===== src/hw/seq_util_defines.svh =====
// Constants for the sequencer utility command block
`ifndef SEQ_UTIL_DEFINES_SVH
`define SEQ_UTIL_DEFINES_SVH

// ****************************************
// Opcodes
// ****************************************
`define OP_CONFIG_READ 8'h2E
`define OP_BUFFER_WRITE 8'hD1
`define OP_BUFFER_READ 8'h1D
`define OP_DELAY 8'hDD

// ****************************************
// Field positions and reset values
// ****************************************
`define BUF_ENABLE_BIT 7
`define DELAY_FIELD_MSB 3
`define DELAY_FIELD_LSB 0
`define BUF_ENABLE_RESET 1'b0

// ****************************************
// Timing
// ****************************************
`define CLK_PERIOD_NS 100
`define DELAY_UNIT_NS 1000000
`define DELAY_UNIT_CYCLES (`DELAY_UNIT_NS / `CLK_PERIOD_NS)

`endif


===== src/hw/seq_util_pkg.sv =====
// Types shared by the sequencer utility command block
package seq_util_pkg;

  typedef enum logic [3:0] {
    st_idle,
    st_fetch,
    st_decode,
    st_cfg_hi,
    st_cfg_lo,
    st_param_fetch,
    st_param_use,
    st_buf_read,
    st_delay,
    st_next
  } seq_state_type;

endpackage


===== src/hw/cmd_mem_if.sv =====
// Port bundle between sequencer and command list memory
`timescale 1ns/1ps
interface cmd_mem_if #(parameter int ADDR_W = 9);
  logic [ADDR_W-1:0] addr;
  logic [7:0] wdata;
  logic we;
  logic [7:0] rdata;

  modport master (output addr, output wdata, output we, input rdata);
  modport slave (input addr, input wdata, input we, output rdata);
endinterface


===== src/hw/cmd_list_mem.sv =====
// Command list memory with registered read data
`timescale 1ns/1ps
module cmd_list_mem #(
  parameter int DEPTH = 512,
  parameter int ADDR_W = 9
) (
  // Clock
  input wire logic clk_sys,
  // Access port
  cmd_mem_if.slave port
);

  logic [7:0] store [DEPTH];
  logic [7:0] next_rdata;

  always_comb begin
    next_rdata = store[port.addr];
  end

  always_ff @(posedge clk_sys) begin
    if (port.we) begin
      store[port.addr] <= port.wdata;
    end
    port.rdata <= next_rdata;
  end

endmodule // cmd_list_mem


===== src/hw/sequencer_gpio_delay_cmds.sv =====
// Sequencer executing configuration read, input buffer and delay commands
`timescale 1ns/1ps
`include "seq_util_defines.svh"
module sequencer_gpio_delay_cmds
  import seq_util_pkg::*;
#(
  parameter int DEPTH = 512,
  parameter int ADDR_W = 9,
  parameter int PIN_COUNT = 2,
  parameter int unsigned DELAY_UNIT_CYCLES = `DELAY_UNIT_CYCLES
) (
  // Clock and reset
  input wire logic clk_sys,
  input wire logic rst,
  // Host side command list access
  input wire logic [ADDR_W-1:0] host_addr,
  input wire logic [7:0] host_wdata,
  input wire logic host_we,
  output logic [7:0] host_rdata,
  // Sequence control
  input wire logic seq_start,
  input wire logic [ADDR_W:0] seq_length,
  output logic seq_busy,
  output logic seq_done,
  output logic seq_error,
  // Pin configuration and status
  input wire logic [7:0] pin_config_high_byte,
  input wire logic [7:0] pin_config_low_byte,
  input wire logic spi_mode,
  input wire logic [PIN_COUNT-1:0] pin_i2c_owned,
  input wire logic [PIN_COUNT-1:0] pin_level,
  input wire logic function_cmd_active,
  output logic [PIN_COUNT-1:0] input_buffer_on
);

  cmd_mem_if #(.ADDR_W(ADDR_W)) mem ();

  cmd_list_mem #(.DEPTH(DEPTH), .ADDR_W(ADDR_W)) u_mem (
    .clk_sys(clk_sys),
    .port(mem.slave)
  );

  // ****************************************
  // Helpers
  // ****************************************
  function automatic logic [ADDR_W-1:0] at(input logic [ADDR_W:0] base, input int offs);
    logic [ADDR_W:0] sum;
    sum = base + (ADDR_W+1)'(offs);
    return sum[ADDR_W-1:0];
  endfunction

  function automatic logic known_op(input logic [7:0] op);
    return (op == `OP_CONFIG_READ) || (op == `OP_BUFFER_WRITE) ||
           (op == `OP_BUFFER_READ) || (op == `OP_DELAY);
  endfunction

  // ****************************************
  // State
  // ****************************************
  seq_state_type state, next_state;
  logic [ADDR_W:0] ptr, next_ptr;
  logic [ADDR_W:0] length, next_length;
  logic [7:0] opcode, next_opcode;
  logic gpio_input_buffer, next_gpio_input_buffer;
  logic [31:0] unit_count, next_unit_count;
  logic [15:0] units_left, next_units_left;
  logic next_seq_busy, next_seq_done, next_seq_error;
  logic [PIN_COUNT-1:0] next_input_buffer_on;
  logic [7:0] read_byte;
  logic [3:0] delay_exp;

  // Report only non-I2C pin levels
  always_comb begin
    read_byte = 8'h00;
    read_byte[`BUF_ENABLE_BIT] = gpio_input_buffer;
    for (int i = 0; i < PIN_COUNT; i++) begin
      read_byte[i] = pin_level[i] & ~pin_i2c_owned[i];
    end
  end

  assign delay_exp = mem.rdata[`DELAY_FIELD_MSB:`DELAY_FIELD_LSB];

  always_comb begin
    next_state = state;
    next_ptr = ptr;
    next_length = length;
    next_opcode = opcode;
    next_gpio_input_buffer = gpio_input_buffer;
    next_unit_count = unit_count;
    next_units_left = units_left;
    next_seq_busy = 1'b1;
    next_seq_done = 1'b0;
    next_seq_error = seq_error;
    mem.addr = host_addr;
    mem.wdata = host_wdata;
    mem.we = 1'b0;
    case (state)
      st_idle: begin
        next_seq_busy = 1'b0;
        mem.we = host_we;
        if (seq_start) begin
          next_state = (seq_length == '0) ? st_next : st_fetch;
          next_ptr = '0;
          next_length = seq_length;
          next_seq_error = 1'b0;
          next_seq_busy = 1'b1;
        end
      end
      st_fetch: begin
        mem.addr = at(ptr, 0);
        next_state = st_decode;
      end
      st_decode: begin
        next_opcode = mem.rdata;
        if (!known_op(mem.rdata)) begin
          next_seq_error = 1'b1;
          next_ptr = length;
          next_state = st_next;
        end else if (mem.rdata == `OP_CONFIG_READ) begin
          next_state = st_cfg_hi;
        end else if (mem.rdata == `OP_BUFFER_READ) begin
          next_state = st_buf_read;
        end else begin
          next_state = st_param_fetch;
        end
      end
      st_cfg_hi: begin
        mem.addr = at(ptr, 1);
        mem.wdata = pin_config_high_byte;
        mem.we = 1'b1;
        next_state = st_cfg_lo;
      end
      st_cfg_lo: begin
        mem.addr = at(ptr, 2);
        mem.wdata = pin_config_low_byte;
        mem.we = 1'b1;
        next_ptr = ptr + (ADDR_W+1)'(3);
        next_state = st_next;
      end
      st_buf_read: begin
        mem.addr = at(ptr, 1);
        mem.wdata = read_byte;
        mem.we = !spi_mode;
        next_ptr = ptr + (ADDR_W+1)'(2);
        next_state = st_next;
      end
      st_param_fetch: begin
        mem.addr = at(ptr, 1);
        next_state = st_param_use;
      end
      st_param_use: begin
        next_ptr = ptr + (ADDR_W+1)'(2);
        if (opcode == `OP_BUFFER_WRITE) begin
          if (!spi_mode) begin
            next_gpio_input_buffer = mem.rdata[`BUF_ENABLE_BIT];
          end
          next_state = st_next;
        end else begin
          next_units_left = 16'h0001 << delay_exp;
          next_unit_count = '0;
          next_state = st_delay;
        end
      end
      st_delay: begin
        if (unit_count == DELAY_UNIT_CYCLES - 1) begin
          next_unit_count = '0;
          next_units_left = units_left - 16'h0001;
          if (units_left == 16'h0001) begin
            next_state = st_next;
          end
        end else begin
          next_unit_count = unit_count + 32'h0000_0001;
        end
      end
      st_next: begin
        if (ptr >= length) begin
          next_state = st_idle;
          next_seq_done = 1'b1;
          next_seq_busy = 1'b0;
        end else begin
          next_state = st_fetch;
        end
      end
      default: begin
        next_state = st_idle;
      end
    endcase
    for (int i = 0; i < PIN_COUNT; i++) begin
      next_input_buffer_on[i] = function_cmd_active |
                                (next_gpio_input_buffer & ~pin_i2c_owned[i] & ~spi_mode);
    end
  end

  always_ff @(posedge clk_sys or posedge rst) begin
    if (rst) begin
      state <= st_idle;
      ptr <= '0;
      length <= '0;
      opcode <= 8'h00;
      gpio_input_buffer <= `BUF_ENABLE_RESET;
      unit_count <= '0;
      units_left <= '0;
      seq_busy <= 1'b0;
      seq_done <= 1'b0;
      seq_error <= 1'b0;
      input_buffer_on <= '0;
    end else begin
      state <= next_state;
      ptr <= next_ptr;
      length <= next_length;
      opcode <= next_opcode;
      gpio_input_buffer <= next_gpio_input_buffer;
      unit_count <= next_unit_count;
      units_left <= next_units_left;
      seq_busy <= next_seq_busy;
      seq_done <= next_seq_done;
      seq_error <= next_seq_error;
      input_buffer_on <= next_input_buffer_on;
    end
  end

  assign host_rdata = mem.rdata;

endmodule // sequencer_gpio_delay_cmds


===== config.mk =====
export PLATFORM = sky130hd
export DESIGN_NAME = sequencer_gpio_delay_cmds
export DESIGN_NICKNAME = d
export VERILOG_FILES = /design/src/hw/seq_util_pkg.sv /design/src/hw/cmd_mem_if.sv /design/src/hw/cmd_list_mem.sv /design/src/hw/sequencer_gpio_delay_cmds.sv
export VERILOG_INCLUDE_DIRS = /design/src /design/src/hw
export SDC_FILE = /design/constraint.sdc
export NUM_CORES = 2
export LEC_CHECK = 0
export BUFFER_PORTS_ARGS = -buffer_cell sky130_fd_sc_hd__buf_2
export CAP_MARGIN = 20
export CORE_MARGIN = 1
export CORE_UTILIZATION = 30
export DETAILED_ROUTE_END_ITERATION = 7
export GPL_ROUTABILITY_DRIVEN = 0
export PLACE_DENSITY_LB_ADDON = 0.2
export RECOVER_POWER = 50
export SLEW_MARGIN = 20
export SYNTH_ARGS = -nofsm -noshare
export SYNTH_HDL_FRONTEND = slang
export SYNTH_SLANG_ARGS = --single-unit

===== constraint.sdc =====
create_clock -name clk_sys -period 13.5 [get_ports clk_sys]
set_input_delay 0 -clock clk_sys [delete_from_list [all_inputs] [get_ports clk_sys]]
set_output_delay 0 -clock clk_sys [all_outputs]
set_load 0.05 [all_outputs]

# Yosys cells after proc, flatten, opt, wreduce, memory -nomap -nowiden
# Memory sizes are Yosys's and may differ from the RTL's. A register that Yosys moved wholly into a read port is not among the register bits.
# Cells that the tools add are included.
# op_classes
n_reduce_logical	19
bitwise_logic	11
shifts	1
order_cmp	1
add_sub_neg	5
eq_ne	21
muxes	35
# op_table
op	n
$mux 32	2
$pmux 32 s2	1
$pmux 10 s4	1
$pmux 4 s9	1
$add 32x1->32 const B	1
$eq 32x14->1 const B	1
$mux 16	2
$pmux 16 s2	1
$pmux 9 s3	1
$eq 8x8->1 const B	3
$pmux 8 s3	1
$add 10x2->10 const B	2
$mux 10	2
$mux 4	5
$eq 16x1->1 const B	1
$eq 4x3->1 const B	4
$shl 1x4->16 const A	1
$sub 16x1->16 const B	1
$mux 1	13
$reduce_and 3->1	4
$ge 10x10->1	1
$logic_not 10->1	1
$ne 2x2->1 const B	5
$add 9x1->9 const B	1
other kinds (20)	37
# totals
ff_bits	86
memories	1
ram_bits	4096
# mem_list
memory	depth	word_bits	rd	rd_ports_with_merged_regs	write_ports	line	text
u_mem.store	512	8	1	1	1	cmd_list_mem.sv:13	logic [7:0] store [DEPTH];

# Longest topological paths before layout
# depth
word_depth	6
mapped_depth	20

# Cells and area by module
# A second synthesis with hierarchy kept.
# hier_totals
cells_unflattened	8260
hier_area_um2	164361.4
# modules_own_cells
module	cells_per_inst	area_per_inst_um2	n_inst
cmd_list_mem	7575	158359.4	1
sequencer_gpio_delay_cmds	685	6002.0	1

# Worst setup path after synthesis
# OpenSTA, ideal clock, no wires.
# synth_timing
path_type	register to register
startpoint	register state[1]
endpoint	memory u_mem.store[0][0], data pin
t_arrival_ns	7.845
stages_incl_launch_ff	6
synth_period_minus_slack_ns	9.373
setup_time_ns	1.528
slack_ns	4.127
cell_sequence	dfrtp_1 buf_2 buf_2 buf_1 a31oi_1 a221o_1
# synth_between
elab_chain_cells	2
elab_cells_between_ends	4
# synth_rtl
element	line	text
start: declaration	sequencer_gpio_delay_cmds.sv:60	seq_state_type state, next_state;
start signal: assignment	sequencer_gpio_delay_cmds.sv:196	state <= st_idle;
start signal: assignment	sequencer_gpio_delay_cmds.sv:208	state <= next_state;
$eq 4x3->1 or $eq 4x2->1 (tied branches)	sequencer_gpio_delay_cmds.sv:97	case (state)
$pmux 8 s3 *	sequencer_gpio_delay_cmds.sv:97	
net mem.wdata[0]	cmd_mem_if.sv:5	logic [7:0] wdata;
end: declaration	cmd_list_mem.sv:13	
# The timed path passes the listed nets; every way through them passes the cells marked *.

# Final worst setup path
# layout_timing
startpoint	register state[2]
endpoint	memory u_mem.store[88][1] (enable)
# layout_between
elab_chain_cells	5
elab_cells_between_ends	12
# layout_rtl
element	line	text
$eq 4x3->1 or $eq 4x2->1 (tied branches)	sequencer_gpio_delay_cmds.sv:97	
$reduce_or 2->1 (no source line)	-	
$pmux 1 s3	sequencer_gpio_delay_cmds.sv:97	
$mux 1	cmd_list_mem.sv:21	if (port.we) begin
$mux 1 (not written as such)	cmd_list_mem.sv:22	store[port.addr] <= port.wdata;
# Parallel ways exist; a longest one is shown, timed or not.

==> impl_results.md <==
- Leakage: around 59 nW
- Die footprint: ~560000 um2
- Synth Net Count: approximately 9400
- IO Port Bufs: 65
- Reg power frac: 0.327
- Post-synthesis async set-or-reset flop share: 0.0205
- CTS tree: yes
- Area grow syn2layout: 14.5%
- Worst path cell trace: nor4b_1, clkbuf_1, a221oi_1, o21a_4, clkbuf_1, nor2_1, buf_4, nand2_1, nor2_1
- Rows: 272
- Power share of the clock group: 0.238
- Die Span X: 745 um
- Number of DRC markers in iteration 0: 11900
- Final net count: around 9600
- P_int: 0.0296 W
- Drt pass-1 iters: 6
- Failing checks: max-capacitance violations, max-slew violations
- Max FO, Critical Path: 34
- Vias in the first global route: a little over 90000
- Final antenna-violating net count: 0
- Area post-placement: between 150000 and 200000 um2
- Syn Area/Cell: between 15 and 20 um2
- First-pass GRT wire length: 778000 um
- Final wirelength: about 570000 um
- Core area: 549000 um2
- DRC Markers: 0
- Max-slew violation count: approximately 2300
- Final min period: between 10 and 15 ns
- HPWL after DPL: around 340000 um
- CTS root buf: clkbuf_16
- Gate count of the mapped netlist: around 9300
- CTS max path bufs: 4
- Worst slew pin tran: roughly 5.6 ns
- CP top delay family: simple AND/OR/NAND/NOR gates
- Largest net degree at the start of global routing: between 200 and 250
- Worst setup SP type: flop
- GRT overflow: 0
- Synth warn: 0
- Clk sinks: approximately 4200
- Crit end category: flop
- Via count: 93300
- Seq/Total Area, Yosys: 0.757
- Net Sw Frac: 0.415
- Power Total: ~0.05 W
- # H-tree levels: 5
- Post-synthesis cell type count: 90
- Final Hold Viols: 0
- Critical path arrival: between 10 and 15 ns
- Period utilisation layout: 0.794
- Max Cap Viol: 38
- RSZ-0062 raised after global routing: no
- Met3 usage: 0.0405
- Worst min path class: input pin to flop
- Die Ht: between 700 and 800 um
- Worst skew pair latency: between 1 and 1.5 ns
- CTS buffer count: between 400 and 500
- Worst path slowest cell: nand2_1
- Comb pwr share: 0.435
- Yosys top cell area share: 0.743
- Clock Skew: 0.0931 ns
- Met1 Use GR: 0.280
- Endpoints failing setup: 0
- Power Density: around 270 nW/um2
- Synth Cell Area: ~170000 um2
- Initial Util: 0.302
- Reg clk slew, reported paths: approximately 0.060 ns
- Crit path buf inv count: 3
- EDFF count, synth: between 4000 and 5000
- Worst IR drop on VDD: 0.297 mV
- Fillers: between 50000 and 60000
- Design area: between 150000 and 200000 um2
- Hold WS: about 0.14 ns
- GRT Overall Usage: 0.201
- Post-CTS Hold Buffers: 59
- Status: finished with violations
- Max_slew headroom: -2.71
- Req. time, crit path: approximately 14 ns
- Area leader, netlist: edfxtp_1
- Final setup TNS: 0 ns
- Vias per cell: ~5.4
- Fmax achieved: roughly 93 MHz
- Main synth FF type: edfxtp_1
- Share of cells above drive strength 1: 0.179
- Net Switching: about 0.021 W
- Post-CTS Resized: 0
- Met2 Track Usage GR: 0.316
- Per-cell routed wire length: 33.2 um
- # Post-CTS Setup Buffers: 0
- Synth area leaders: edfxtp_1 74%, mux4_2 9.3%, nand2_1 2.7%
- Initial antenna violation count: 70
- GRT Max-Usage Layer: met2
- IO Count: 66
- #FFs+latches synth: about 4200
- WS Path Type: flop to flop
- Max stage delay on crit path: between 3 and 4 ns
## cell usage in the layout (no fill, tap or decap), types with 110 or more instances in the layout
| master | Yosys | routed |
|---|---|---|
| a21oi_1 | 116 | 110 |
| buf_4 | 37 | 216 |
| clkbuf_1 | 232 | 135 |
| clkbuf_16 | 0 | 455 |
| edfxtp_1 | 4096 | 4096 |
| mux2i_1 | 376 | 375 |
| mux4_2 | 683 | 683 |
| nand2_1 | 1181 | 1165 |
| nand3_1 | 369 | 366 |
| nor2_1 | 619 | 610 |
| o21ai_0 | 119 | 117 |
## metal layers
| metal | routed length, um | part of all wire | vias up |
|---|---|---|---|
| met5 | 150 | 0.00026 | - |
| met4 | 19900 | 0.035 | 22 |
| met3 | 49900 | 0.087 | 779 |
| met2 | 263000 | 0.46 | 4560 |
| met1 | 239000 | 0.42 | 50100 |
| li1 | - | - | 37800 |
## cells by family (layout without fill, tap and decap cells)
| kind of cell | count (synthesis) | count (layout) | synth area share |
|---|---|---|---|
| muxes | 1104 | 1104 | 0.119 |
| buffers and inverters | 609 | 1253 | 0.0193 |
| and+or+nand+nor | 2523 | 2523 | 0.0656 |
| xor gates and xnor gates | 9 | 9 | 0.000476 |
| adders and majority gates | 17 | 17 | 0.00128 |
| AOI/OAI and AO/OA | 851 | 851 | 0.0381 |
| other | 0 | 20 | 0 |
| DFF | 4190 | 4190 | 0.757 |
## power groups by stage
stage	clock network (W)	logic (W)	registers, W
after floorplan	0	0.0123	0.0176
after global placement	0	0.0218	0.0166
after detailed placement	0	0.0220	0.0166
after CTS	0.0122	0.0221	0.0164
after global routing	0.0127	0.0228	0.0166
final	0.0120	0.0220	0.0165
## flip-flops by register name (all words and copies together) (netlist names), 2 cells and up
| signal | cells |
|---|---|
| units_left | 16 |
| ptr | 10 |
| input_buffer_on | 2 |
| length | 10 |
| u_mem.store | 4096 |
| state | 4 |
| opcode | 8 |
| u_mem.port.rdata | 8 |
| unit_count | 32 |
## per-stage QoR
step                std cells  setup WS, ns  utilization
CTS                     17200          5.83        0.346
finish                  17200          2.78        0.345
global route            17200          2.86        0.345
floorplan                9303          4.13            -
global placement        16300          5.97        0.319
detailed placement      16300          5.90        0.319
## cells in the mapped netlist (all sizes together) (18+ instances only)
cell type	instances
edfxtp	4096
inv	25
nand2	1181
a221oi	33
nor3	67
a32o	34
nand3	369
mux2	44
a32oi	101
o211ai	18
and3	70
dfrtp	86
a22o	23
o21ai	124
a22oi	98
o2111ai	71
mux4	684
buf	352
a21oi	117
a211oi	44
nor4	40
nand4	93
mux2i	376
o22ai	22
clkbuf	232
nor2	622
a31oi	40
## tightest hold or removal path, stage by stage
cell	delay, ns
dlygate4sd3_1	0.52
buf_2	0.17
nor2_1	0.09
a21oi_1	0.15
nand4_1	0.11
o211ai_1	0.10
## path summary, 6_finish.rpt
check	start	to	slack [ns]	depth (start not counted)
min in group asynchronous	rst	length[8]$_DFFE_PP0P_	0.41	4
max in group asynchronous	rst	units_left[9]$_DFFE_PP0P_	9.56	5
max	state[2]$_DFFE_PP0P_	u_mem.store[88][1]$_DFFE_PP_	2.78	9
max reg2reg	state[2]$_DFFE_PP0P_	u_mem.store[88][1]$_DFFE_PP_	2.78	9
min	seq_start	ptr[5]$_DFFE_PP0P_	0.14	6
min reg2reg	seq_error$_DFFE_PP0P_	seq_error$_DFFE_PP0P_	0.51	1
## final cells by class
cell class	instances	area, um2	area share
diodes	20	50.0	0.000264
clock buffers	546	11800	0.0620
clock inverters	281	2360	0.0124
inverters	25	95.1	0.000501
multi-input cells	4504	37800	0.199
flip-flops and latches	4190	125000	0.661
well taps	7261	9080	0.0479
repair buffers	401	3180	0.0167
Note: power is estimated with default switching activity, not from simulation.
